## src/core/mlc_pkg.sv

```systemverilog
// Package: constants, layouts and types for the monitor limit compare block
package mlc_pkg;

    localparam int          NUM_LIM       = 10;
    localparam int          NUM_CHAN      = 3;
    localparam int          LIM_W         = 16;
    localparam int          DATA_W        = 32;
    localparam int          ADDR_W        = 12;
    localparam int          IDX_W         = 8;

    // Register indices as printed; byte address is four times the index
    localparam logic [IDX_W-1:0] IDX_LIM [NUM_LIM] = '{
        8'h12, 8'h14, 8'h16, 8'h18, 8'h1A, 8'h1C, 8'h1E, 8'h20, 8'h22, 8'h24};
    localparam logic [IDX_W-1:0] IDX_ALARM_A   = 8'h70;
    localparam logic [IDX_W-1:0] IDX_ALARM_B   = 8'h71;
    localparam logic [IDX_W-1:0] IDX_WARN_A    = 8'h74;
    localparam logic [IDX_W-1:0] IDX_WARN_B    = 8'h75;
    localparam logic [IDX_W-1:0] IDX_IRQ_STAT  = 8'h78;
    localparam logic [IDX_W-1:0] IDX_IRQ_CLR   = 8'h79;
    localparam logic [IDX_W-1:0] IDX_IRQ_EN    = 8'h7A;
    localparam logic [IDX_W-1:0] IDX_STATUS    = 8'h7B;
    localparam logic [IDX_W-1:0] IDX_CTRL      = 8'h7C;

    // Channel and direction of each limit
    localparam logic [1:0] LIM_CHAN [NUM_LIM] = '{
        2'h0, 2'h0, 2'h0, 2'h1, 2'h1, 2'h1, 2'h1, 2'h2, 2'h2, 2'h2};
    localparam logic       LIM_HIGH [NUM_LIM] = '{
        1'b0, 1'b1, 1'b0, 1'b1, 1'b0, 1'b1, 1'b0, 1'b1, 1'b0, 1'b1};

    // Flag positions inside the flag bytes
    localparam int BIT_FIRST_MONITOR_INPUT_LO_ALM = 2;
    localparam int BIT_FIRST_MONITOR_INPUT_HI_WRN = 3;
    localparam int BIT_FIRST_MONITOR_INPUT_LO_WRN = 2;
    localparam int BIT_SECOND_MONITOR_INPUT_HI_ALM = 1;
    localparam int BIT_SECOND_MONITOR_INPUT_LO_ALM = 0;
    localparam int BIT_SECOND_MONITOR_INPUT_HI_WRN = 1;
    localparam int BIT_SECOND_MONITOR_INPUT_LO_WRN = 0;
    localparam int BIT_THIRD_MONITOR_INPUT_HI_ALM = 7;
    localparam int BIT_THIRD_MONITOR_INPUT_LO_ALM = 6;
    localparam int BIT_THIRD_MONITOR_INPUT_HI_WRN = 7;

    // Control and status fields
    localparam int BIT_CTRL_RELOAD = 0;
    localparam int BIT_STAT_BUSY   = 3;

    localparam logic [LIM_W-1:0]  LIM_RESET  = 16'h0000;
    localparam logic [DATA_W-1:0] DATA_ZERO  = 32'h0000_0000;

    // Nonvolatile programming time per limit
    localparam int CLK_PERIOD_NS    = 40;
    localparam int NV_PROG_TIME_NS  = 200;
    localparam int NV_PROG_CYCLES   = (NV_PROG_TIME_NS + CLK_PERIOD_NS - 1) / CLK_PERIOD_NS;
    localparam int PROG_CNT_W       = 8;

    typedef struct packed {
        logic             valid;
        logic [1:0]       chan;
        logic [LIM_W-1:0] data;
    } mlc_meas_t;

    typedef enum logic [0:0] {
        ST_IDLE = 1'b0,
        ST_PROG = 1'b1
    } mlc_nv_state_t;

endpackage

```

## src/core/mlc_monitor_limit_compare.sv

```systemverilog
// Limit bank and threshold compare for three monitor inputs, APB slave
`timescale 1ns/1ps

// Function
// - First input below low alarm limit sets alarm byte 70h bit 2; above clears.
// - First input above high warning limit sets warning byte 74h bit 3; below clears.
// - First input below low warning limit sets warning byte 74h bit 2; above clears.
// - Second input above high alarm limit sets alarm byte 70h bit 1; below clears.
// - Second input below low alarm limit sets alarm byte 70h bit 0; above clears.
// - Second input above high warning limit sets warning byte 74h bit 1; below clears.
// - Second input below low warning limit sets warning byte 74h bit 0; above clears.
// - Third input above high alarm limit sets alarm byte 71h bit 7; below clears.
// - Third input below low alarm limit sets alarm byte 71h bit 6; above clears.
// - Third input above high warning limit sets warning byte 75h bit 7; below clears.
// - Limits live in a working copy backed by nonvolatile store, default zero.
// - Flags read zero until their channel's first conversion, then follow compares.
module mlc_monitor_limit_compare
    import mlc_pkg::*;
(
    input  wire logic              CORE_CLK_IN,
    input  wire logic              RST_N_IN,
    input  wire logic              PSEL_IN,
    input  wire logic              PENABLE_IN,
    input  wire logic              PWRITE_IN,
    input  wire logic [ADDR_W-1:0] PADDR_IN,
    input  wire logic [DATA_W-1:0] PWDATA_IN,
    output logic      [DATA_W-1:0] PRDATA_OUT,
    output logic                   PREADY_OUT,
    output logic                   PSLVERR_OUT,
    input  wire mlc_meas_t         MEAS_IN,
    output logic [NUM_CHAN-1:0]    CONV_SEEN_OUT,
    output logic                   IRQ_OUT
);

    logic                  rst_meta_reg;
    logic                  rst_n;
    logic [LIM_W-1:0]      lim_reg [NUM_LIM];
    logic [LIM_W-1:0]      nv_reg  [NUM_LIM];
    logic [NUM_LIM-1:0]    flag_reg;
    logic [NUM_LIM-1:0]    flag_next;
    logic [NUM_CHAN-1:0]   seen_reg;
    logic [NUM_LIM-1:0]    irq_stat_reg;
    logic [NUM_LIM-1:0]    irq_en_reg;
    logic [NUM_LIM-1:0]    irq_clr;
    logic [DATA_W-1:0]     prdata_reg;
    mlc_nv_state_t         nv_state_reg;
    logic [PROG_CNT_W-1:0] prog_cnt_reg;
    logic [3:0]            prog_idx_reg;
    logic [7:0]            alarm_a;
    logic [7:0]            alarm_b;
    logic [7:0]            warn_a;
    logic [7:0]            warn_b;
    logic [IDX_W-1:0]      idx;
    logic                  addr_ok;
    logic                  lim_hit;
    logic [3:0]            lim_sel;
    logic                  mapped;
    logic                  access;
    logic                  wr_stall;
    logic                  wr_fire;
    logic                  reload;

    // {above, below}: unsigned compare of a measurement against a limit
    function automatic logic [1:0] cmp_lim(input logic [LIM_W-1:0] meas,
                                           input logic [LIM_W-1:0] lim);
        cmp_lim = {meas > lim, meas < lim};
    endfunction

    // Reset release through two flops
    always_ff @(posedge CORE_CLK_IN or negedge RST_N_IN) begin
        if (!RST_N_IN) begin
            rst_meta_reg <= 1'b0;
            rst_n        <= 1'b0;
        end else begin
            rst_meta_reg <= 1'b1;
            rst_n        <= rst_meta_reg;
        end
    end

    // Address decode
    always_comb begin
        idx     = PADDR_IN[IDX_W+1:2];
        addr_ok = (PADDR_IN[1:0] == 2'h0) && (PADDR_IN[ADDR_W-1:IDX_W+2] == '0);
        lim_hit = 1'b0;
        lim_sel = 4'h0;
        for (int i = 0; i < NUM_LIM; i++) begin
            if (idx == IDX_LIM[i]) begin
                lim_hit = addr_ok;
                lim_sel = 4'(i);
            end
        end
        mapped = lim_hit || (addr_ok && (idx == IDX_ALARM_A || idx == IDX_ALARM_B
                 || idx == IDX_WARN_A || idx == IDX_WARN_B || idx == IDX_IRQ_STAT
                 || idx == IDX_IRQ_CLR || idx == IDX_IRQ_EN || idx == IDX_STATUS
                 || idx == IDX_CTRL));
    end

    // A limit write or a reload waits while the store is still programming;
    // a reload taken mid-programming would restore a stale limit
    assign access      = PSEL_IN && PENABLE_IN;
    assign wr_stall    = PWRITE_IN && (lim_hit || (addr_ok && idx == IDX_CTRL))
                         && (nv_state_reg == ST_PROG);
    assign PREADY_OUT  = !(access && wr_stall);
    assign PSLVERR_OUT = access && PREADY_OUT && !mapped;
    assign wr_fire     = access && PREADY_OUT && PWRITE_IN && mapped;
    assign reload      = wr_fire && addr_ok && (idx == IDX_CTRL)
                         && PWDATA_IN[BIT_CTRL_RELOAD];

    // Working copy of the limits
    always_ff @(posedge CORE_CLK_IN or negedge rst_n) begin
        if (!rst_n) begin
            for (int i = 0; i < NUM_LIM; i++) begin
                lim_reg[i] <= LIM_RESET;
            end
        end else if (reload) begin
            for (int i = 0; i < NUM_LIM; i++) begin
                lim_reg[i] <= nv_reg[i];
            end
        end else if (wr_fire && lim_hit) begin
            lim_reg[lim_sel] <= PWDATA_IN[LIM_W-1:0];
        end
    end

    // Write-through into the nonvolatile store, one limit at a time
    always_ff @(posedge CORE_CLK_IN or negedge rst_n) begin
        if (!rst_n) begin
            nv_state_reg <= ST_IDLE;
            prog_cnt_reg <= '0;
            prog_idx_reg <= 4'h0;
        end else begin
            unique case (nv_state_reg)
                ST_IDLE: begin
                    if (wr_fire && lim_hit) begin
                        nv_state_reg <= ST_PROG;
                        prog_cnt_reg <= PROG_CNT_W'(NV_PROG_CYCLES - 1);
                        prog_idx_reg <= lim_sel;
                    end
                end
                ST_PROG: begin
                    if (prog_cnt_reg == '0) begin
                        nv_state_reg <= ST_IDLE;
                    end else begin
                        prog_cnt_reg <= prog_cnt_reg - 1'b1;
                    end
                end
            endcase
        end
    end

    // Store cells committed at the end of programming; factory content is zero
    always_ff @(posedge CORE_CLK_IN or negedge rst_n) begin
        if (!rst_n) begin
            for (int i = 0; i < NUM_LIM; i++) begin
                nv_reg[i] <= LIM_RESET;
            end
        end else if (nv_state_reg == ST_PROG && prog_cnt_reg == '0) begin
            nv_reg[prog_idx_reg] <= lim_reg[prog_idx_reg];
        end
    end

    // Compare each new measurement against every limit of its channel
    always_comb begin
        logic [1:0] res;
        logic       set;
        logic       clr;
        res       = 2'b00;
        set       = 1'b0;
        clr       = 1'b0;
        flag_next = flag_reg;
        for (int i = 0; i < NUM_LIM; i++) begin
            if (MEAS_IN.valid && MEAS_IN.chan == LIM_CHAN[i]) begin
                res = cmp_lim(MEAS_IN.data, lim_reg[i]);
                set = LIM_HIGH[i] ? res[1] : res[0];
                clr = LIM_HIGH[i] ? res[0] : res[1];
                if (set) begin
                    flag_next[i] = 1'b1;
                end else if (clr) begin
                    flag_next[i] = 1'b0;
                end else if (!seen_reg[LIM_CHAN[i]]) begin
                    // Equal on the first conversion: start from clear
                    flag_next[i] = 1'b0;
                end
            end
        end
    end

    always_ff @(posedge CORE_CLK_IN or negedge rst_n) begin
        if (!rst_n) begin
            flag_reg <= '0;
        end else begin
            flag_reg <= flag_next;
        end
    end

    // Channels that have completed a conversion since reset
    always_ff @(posedge CORE_CLK_IN or negedge rst_n) begin
        if (!rst_n) begin
            seen_reg <= '0;
        end else if (MEAS_IN.valid && MEAS_IN.chan < 2'(NUM_CHAN)) begin
            seen_reg[MEAS_IN.chan] <= 1'b1;
        end
    end

    assign CONV_SEEN_OUT = seen_reg;

    // Flag bytes; a channel not yet converted reads zero
    always_comb begin
        logic [NUM_LIM-1:0] f;
        f = '0;
        for (int i = 0; i < NUM_LIM; i++) begin
            f[i] = flag_reg[i] && seen_reg[LIM_CHAN[i]];
        end
        alarm_a = 8'h00;
        alarm_b = 8'h00;
        warn_a  = 8'h00;
        warn_b  = 8'h00;
        alarm_a[BIT_FIRST_MONITOR_INPUT_LO_ALM] = f[0];
        warn_a[BIT_FIRST_MONITOR_INPUT_HI_WRN]  = f[1];
        warn_a[BIT_FIRST_MONITOR_INPUT_LO_WRN]  = f[2];
        alarm_a[BIT_SECOND_MONITOR_INPUT_HI_ALM] = f[3];
        alarm_a[BIT_SECOND_MONITOR_INPUT_LO_ALM] = f[4];
        warn_a[BIT_SECOND_MONITOR_INPUT_HI_WRN]  = f[5];
        warn_a[BIT_SECOND_MONITOR_INPUT_LO_WRN]  = f[6];
        alarm_b[BIT_THIRD_MONITOR_INPUT_HI_ALM] = f[7];
        alarm_b[BIT_THIRD_MONITOR_INPUT_LO_ALM] = f[8];
        warn_b[BIT_THIRD_MONITOR_INPUT_HI_WRN]  = f[9];
    end

    // Sticky event bits: a flag going high; a new event beats a clear
    assign irq_clr = (wr_fire && idx == IDX_IRQ_CLR) ? PWDATA_IN[NUM_LIM-1:0] : '0;

    always_ff @(posedge CORE_CLK_IN or negedge rst_n) begin
        if (!rst_n) begin
            irq_stat_reg <= '0;
        end else begin
            irq_stat_reg <= (irq_stat_reg & ~irq_clr) | (flag_next & ~flag_reg);
        end
    end

    always_ff @(posedge CORE_CLK_IN or negedge rst_n) begin
        if (!rst_n) begin
            irq_en_reg <= '0;
        end else if (wr_fire && idx == IDX_IRQ_EN) begin
            irq_en_reg <= PWDATA_IN[NUM_LIM-1:0];
        end
    end

    always_ff @(posedge CORE_CLK_IN or negedge rst_n) begin
        if (!rst_n) begin
            IRQ_OUT <= 1'b0;
        end else begin
            IRQ_OUT <= |(irq_stat_reg & irq_en_reg);
        end
    end

    // Read data captured in the setup cycle, so it stands in the access phase
    always_ff @(posedge CORE_CLK_IN or negedge rst_n) begin
        if (!rst_n) begin
            prdata_reg <= DATA_ZERO;
        end else if (PSEL_IN && !PENABLE_IN) begin
            prdata_reg <= DATA_ZERO;
            if (lim_hit) begin
                prdata_reg[LIM_W-1:0] <= lim_reg[lim_sel];
            end else if (addr_ok) begin
                unique case (idx)
                    IDX_ALARM_A:  prdata_reg[7:0] <= alarm_a;
                    IDX_ALARM_B:  prdata_reg[7:0] <= alarm_b;
                    IDX_WARN_A:   prdata_reg[7:0] <= warn_a;
                    IDX_WARN_B:   prdata_reg[7:0] <= warn_b;
                    IDX_IRQ_STAT: prdata_reg[NUM_LIM-1:0] <= irq_stat_reg;
                    IDX_IRQ_EN:   prdata_reg[NUM_LIM-1:0] <= irq_en_reg;
                    IDX_STATUS: begin
                        prdata_reg[NUM_CHAN-1:0]  <= seen_reg;
                        prdata_reg[BIT_STAT_BUSY] <= (nv_state_reg == ST_PROG);
                    end
                    default:      prdata_reg <= DATA_ZERO;
                endcase
            end
        end
    end

    assign PRDATA_OUT = prdata_reg;

endmodule // mlc_monitor_limit_compare

```

## config.mk

```make
export PLATFORM = sky130hd
export DESIGN_NAME = mlc_monitor_limit_compare
export DESIGN_NICKNAME = d
export VERILOG_FILES = /design/src/core/mlc_pkg.sv /design/src/core/mlc_monitor_limit_compare.sv
export SDC_FILE = /design/constraint.sdc
export NUM_CORES = 1
export LEC_CHECK = 0
export BUFFER_PORTS_ARGS = -buffer_cell sky130_fd_sc_hd__buf_2
export CAP_MARGIN = 25
export CORE_MARGIN = 1.5
export CORE_UTILIZATION = 59
export CTS_CLUSTER_SIZE = 20
export DETAILED_ROUTE_END_ITERATION = 6
export HOLD_SLACK_MARGIN = 0.12
export PLACE_DENSITY_LB_ADDON = 0.05
export REMOVE_ABC_BUFFERS = 1
export SLEW_MARGIN = 20
export SYNTH_ARGS = -nofsm -noshare
export SYNTH_HDL_FRONTEND = slang
export SYNTH_SLANG_ARGS = --single-unit
```

## constraint.sdc

```tcl
create_clock -name CORE_CLK_IN -period 13.8 [get_ports CORE_CLK_IN]
set_input_delay 4.14 -clock CORE_CLK_IN [delete_from_list [all_inputs] [get_ports CORE_CLK_IN]]
set_output_delay 4.14 -clock CORE_CLK_IN [all_outputs]
set_load 0.02 [all_outputs]
```

==> results of run 1 <==
final timing paths:
kind	startpoint	to	slack, ps	depth (start not counted)
min	rst_meta_reg	rst_n	360	0
min in group asynchronous	rst_n	lim_reg[69]	430	0
max in group asynchronous	RST_N_IN	rst_n	10370	1
min reg2reg	rst_meta_reg	rst_n	360	0
max reg2reg	prog_cnt_reg[2]	nv_reg[108]	10170	6
max	PADDR_IN[4]	PSLVERR_OUT	3940	6
cells by family after synthesis:
logic type      Yosys count  synth area share
xor+xnor                  7           0.00262
flops                   385             0.412
other cells               2          0.000321
compound gates          511             0.133
fa+ha+maj               161            0.0861
simple gates            502             0.107
buf+inv                 309            0.0558
mux                     394             0.203
critical path, stage by stage:
cell     delay (ps)
buf_2           400
nand2_1         240
a32oi_4         430
o22ai_1         140
a21oi_1         180
buf_2           180
metal layers:
metal  track usage  vias to the layer above
li1              -                     8261
met1         0.576                     9536
met2         0.589                     1095
met3         0.104                      210
met4         0.207                        2
met5             0                        -
metrics by stage:
stage	utilization	power, mW	std cells
after floorplan	-	1.26	2141
after global placement	0.621	1.33	2770
after detailed placement	0.621	1.34	2771
after CTS	0.661	2.59	2850
after global routing	0.665	2.65	2856
final	0.665	2.59	2857
report_power, final:
part           internal (mW)  switching (mW)
clock network          0.754           0.511
registers               1.14          0.0166
logic                 0.0539           0.111
cell type report:
type	count	share of cell area
inverters	164	0.0238
well taps	518	0.0250
flip-flops and latches	385	0.372
repair buffers	118	0.0323
clock buffers	61	0.0501
diodes	1	0.0000966
clock inverters	18	0.00981
multi-input cells	1592	0.487
layout by cell type, fill, tap and decap left out, types with 7 or more instances in the layout:
master     count
o21ai_0      204
a22oi_1       25
nor4_1        14
nand4_1       26
clkbuf_16     45
clkbuf_8      11
nor2_1        45
nand2_1      242
and4_1         8
o21a_1         9
o2bb2ai_1      7
nand2b_1      15
nand3_1       49
o211ai_1      13
buf_2         73
nor3_1        18
conb_1        17
mux4_2        48
a31oi_1       11
o31ai_1        7
a21o_1        24
nand3b_1       8
mux2i_1      174
a32oi_1        7
buf_4         38
o21ai_1       24
mux2_2       172
a221o_1        7
or3_1          9
dfrtp_1      382
nor2b_1       14
a21oi_1      107
ha_1         161
a221oi_1      11
inv_1        164
or4_1          8
==> impl_metrics.yaml, run 1 <==
run_status:
  outcome: "finished clean"
grt:
  antenna_found_initial: 1
  grt_overflow_total: 0
  track_usage: 0.410
  grt_first_pass_wirelength_mm: 122
  grt_pass1_vias: 18600
  grt_max_degree: 176
logic_synthesis:
  syn_area_um2: 23400
  postSynth.asyncResetShare: 1.00
  synth_largest_area_cell: "dfrtp_1"
  synthCells: 2271
  ys_seq_area_frac: 0.412
  synth_cell_types: 84
  synth_edf_count: 0
  avgSynthCellArea_um2: 10.3
  yosysTopAreaCellShare: 0.412
  yosys_warnings: 0
  synth_most_common_cell: "dfrtp_1"
  synth_flop_cell: "dfrtp_1"
  synth.top_cells.by_count: "dfrtp_1 (385), nand2_1 (242), o21ai_0 (205), mux2i_1 (174), mux2_2 (172)"
  yosys-top-cells-area: "dfrtp_1 (41%), ha_1 (8.6%), mux2_2 (8.3%)"
  synth-seq-cells: 385
layout:
  fin_area_um2: 25900
  fillers: 3127
  area_growth_pct: 10.7
  multi_input_area_um2: 12600
  drive_gt1_frac: 0.196
  ff_latch_area_um2: 9640
  finalNetCount: 2534
detailed_routing:
  via_per_inst: 6.69
  wl_met3_mm: 9.42
  routedLengthMet1_mm: 33.4
  wl_mm: 82.5
  drc: 0
  routed.top_layer: "met5"
  antenna_left: 0
  routed-wl-met2_mm: 35.3
  wl_per_cell_um: 28.9
  vias: 19100
  firstDrtPassIters: 6
  drt_iter0_markers: 2223
floorplanning:
  initial_core_util: 0.601
  die-area_um2: 40900
  core_area_um2: 38900
  fp.dieW_um: 202
  ios: 106
  rows: 72
  die_h_um: 202
placed_design:
  gp_congestion: 0.998
  post-dp-hpwl_mm: 55.9
  pre_cts_ws_ps: 3960
  placed_area_um2: 24200
  port_buffers: 73
timing:
  maxSlewViolCount: 0
  fin_setup_tns_ps: 0
  setup_violations: 0
  hold_viol: 0
  relSlewSlack: 0.202
  timing.final.ws_setup_ps: 3940
  post-route-min-period_ps: 9860
  rsz0062_at_grt: "no"
  hold_ws_ps: 357
  fmax_ghz: 0.101
  skew_ps: 19.1
  tightest_slew_ps: 1190
  finalCritPeriodShare: 0.714
clocking:
  cts-htree-levels: 2
  clkSinkCount: 385
  cts_setup_buffers: 0
  cts_buffers: 44
  cts_tree: "done"
  worst_skew_pair.late_latency_ps: 590
  clk_pin_slew_ps: 60
  clk_path_buf_depth: 3
  root_buffer: "clkbuf_16"
  cts_hold_buf: 0
  cts_resized: 0
pwr:
  ir_drop_mv: 0.123
  p_leak_nw: 11.6
  power_density_nw_per_um2: 99.9
worst_hold_path:
  hp-class: "reg -> reg"
setup_path:
  cp-end-kind: "output port"
  worstSetupStartpointType: "input port"
  worstPathArrival_ps: 5720
  worstPathRequired_ps: 9660
  worst-path-max-fanout: 19
  crit_type: "in -> out"
flow_run:
  maxCapViolations: 0
(Power assumes the default switching activity.)
==> run 2, diff against run 1 <==
CORE_UTILIZATION = 57   (was 59)
clock period = 8.7 ns   (was 13.8 ns; I/O delays follow)
==> run 2 against run 1 <==
Compared with the run above:
- global-route usage down 1.9 points
- non-clock buffer count is the same
- final cell count rose by 0.56%
- routed wire length fell by 0.97%
- core utilization decreased by 2.9 points
- critical endpoint is now PREADY_OUT
- via count down 1.1%
- sequential power is 58% higher
- clock power rose by 61%
- first-iteration DRC count fell by 2.3%
- largest power group unchanged
- sequential share of layout area about the same
- setup slack got worse by 2100 ps
==> impl_metrics.yaml, run 2 (synthesized netlist as in run 1, its figures left out) <==
detailed_routing:
  vias: 18900
  via_per_inst: 6.57
  antenna_left: 0
  wl_mm: 81.7
  wl_per_cell_um: 28.4
  firstDrtPassIters: 6
  drc: 0
  drt_iter0_markers: 2171
setup_path:
  critPathMostFrequentCell: "buf_2"
  worst-path-max-fanout: 21
  cp-end-kind: "output port"
  worstPathArrival_ps: 4220
  crit_type: "in -> out"
  worstSetupStartpointType: "input port"
  cp_num_buf_inv: 2
  timing.rr.end: "nv_reg[59]"
  crit_chain: "buf_2, nand2_1, a32oi_4, o22ai_1, nand3_1, buf_2"
  r2r_start: "prog_cnt_reg[2]"
  cpPeakStageDelay_ps: 430
  slowest_stage: "a32oi_4"
  critPathTopFamily: "compound AO/OA/AOI/OAI gates"
  worstPathRequired_ps: 6090
  reg2reg_setup_slack_ps: 4900
  worstRegToRegCells: 7
clocking:
  worst_skew_pair.late_latency_ps: 600
  cts-htree-levels: 2
  cts_tree: "done"
  root_buffer: "clkbuf_16"
  clk_pin_slew_ps: 60
  cts_hold_buf: 0
  clkSinkCount: 385
  cts_setup_buffers: 0
  clk_path_buf_depth: 3
  cts_resized: 0
  cts_buffers: 44
placed_design:
  post-dp-hpwl_mm: 55.5
  gp_congestion: 1.03
  dp.cells: 2788
  port_buffers: 73
timing:
  skew_ps: 28.5
  rsz0062_at_grt: "no"
  tightest_slew_ps: 1080
  relSlewSlack: 0.273
  setup_violations: 0
  maxSlewViolCount: 0
  finalCritPeriodShare: 0.786
  hold_viol: 0
  post-route-min-period_ps: 6830
  hold_ws_ps: 248
  fmax_ghz: 0.146
pwr:
  ir_drop_mv: 0.165
  p_total_mw: 4.13
  p_leak_nw: 11.6
  power_density_nw_per_um2: 160
layout:
  area_growth_pct: 10.6
  stdcell_count: 2873
  mostFrequentLayoutCells: "dfrtp_1 (382), nand2_1 (242), o21ai_0 (204)"
  final_util: 0.637
  drive_gt1_frac: 0.194
  layout_commonest_cell: "dfrtp_1"
  n_antenna_cell: 0
  finalNetCount: 2534
run_status:
  outcome: "finished clean"
floorplanning:
  die-area_um2: 42300
  ios: 106
  initial_core_util: 0.576
  fp.dieW_um: 206
  rows: 74
  core_area_um2: 40600
  die_h_um: 206
worst_hold_path:
  hp-class: "reg -> async"
grt:
  grt_first_pass_wirelength_mm: 119
  grt_max_degree: 157
  track_usage: 0.391
  grt_pass1_vias: 17800
  grt_overflow_total: 0
  antenna_found_initial: 1
flow_run:
  maxCapViolations: 0
-- run 2: cell count changes in the layout (fill, tap and decap cells not counted), moves of 2 or more --
cell,before,now
bufinv_16,5,7
buf_16,6,3
clkinv_2,4,6
clkbuf_8,11,9
clkinvlp_4,4,1
clkbuf_1,5,10
-- run 2: where the power goes --
part	total (mW)	internal [mW]	switching, mW
Clock	2.03	1.24	0.795
Combinational	0.264	0.0855	0.179
Sequential	1.83	1.81	0.0239
Total	4.13	3.13	0.997
-- run 2: routing by layer --
metal  share of wire  vias up  track usage
li1                -     8292            -
met1            0.42     9428        0.564
met2            0.43      998        0.562
met3            0.11      169       0.0855
met4           0.045        2        0.175
met5        0.000086        -            0
-- run 2: final cells by class --
| cell class | count | area (µm²) |
|---|---|---|
| Timing Repair Buffer | 118 | 796 |
| Sequential cell | 385 | 9640 |
| Inverter | 164 | 616 |
| Multi-Input combinational cell | 1592 | 12600 |
| Clock inverter | 18 | 283 |
| Clock buffer | 64 | 1290 |
| Fill cell | 3366 | 14800 |
| Tap cell | 532 | 666 |
-- run 2: worst reg2reg max path: cells and delay by family, from the launching register on --
family                 cells  cell delay [ps]
buffers and inverters      1              420
muxes                      1              390
and+or+nand+nor            5             2470
DFF                        1              420
-- run 2: how the worst max path moves through the flow --
| stage | cells after the start | slack [ps] | start | endpoint |
|---|---|---|---|---|
| finish | 6 | 1870 | PADDR_IN[3] | PREADY_OUT |
| global route | 6 | 1770 | PADDR_IN[3] | PREADY_OUT |
| CTS | 6 | 1920 | PADDR_IN[3] | PREADY_OUT |
| detailed placement | 6 | 1930 | PADDR_IN[4] | PREADY_OUT |
| global placement | 6 | 1950 | PADDR_IN[4] | PREADY_OUT |
| floorplan | 0 | -2820 | rst_n | CONV_SEEN_OUT[0] |
-- run 2: per-stage QoR --
step / worst slack (ps) / instance area [µm²] / TNS [ps]
final: 1870 / 25900 / 0
after global routing: 1770 / 25900 / 0
after CTS: 1920 / 25800 / 0
after detailed placement: 1930 / 24200 / 0
after global placement: 1950 / 24200 / 0
after floorplan: -2820 / 22800 / -1125000
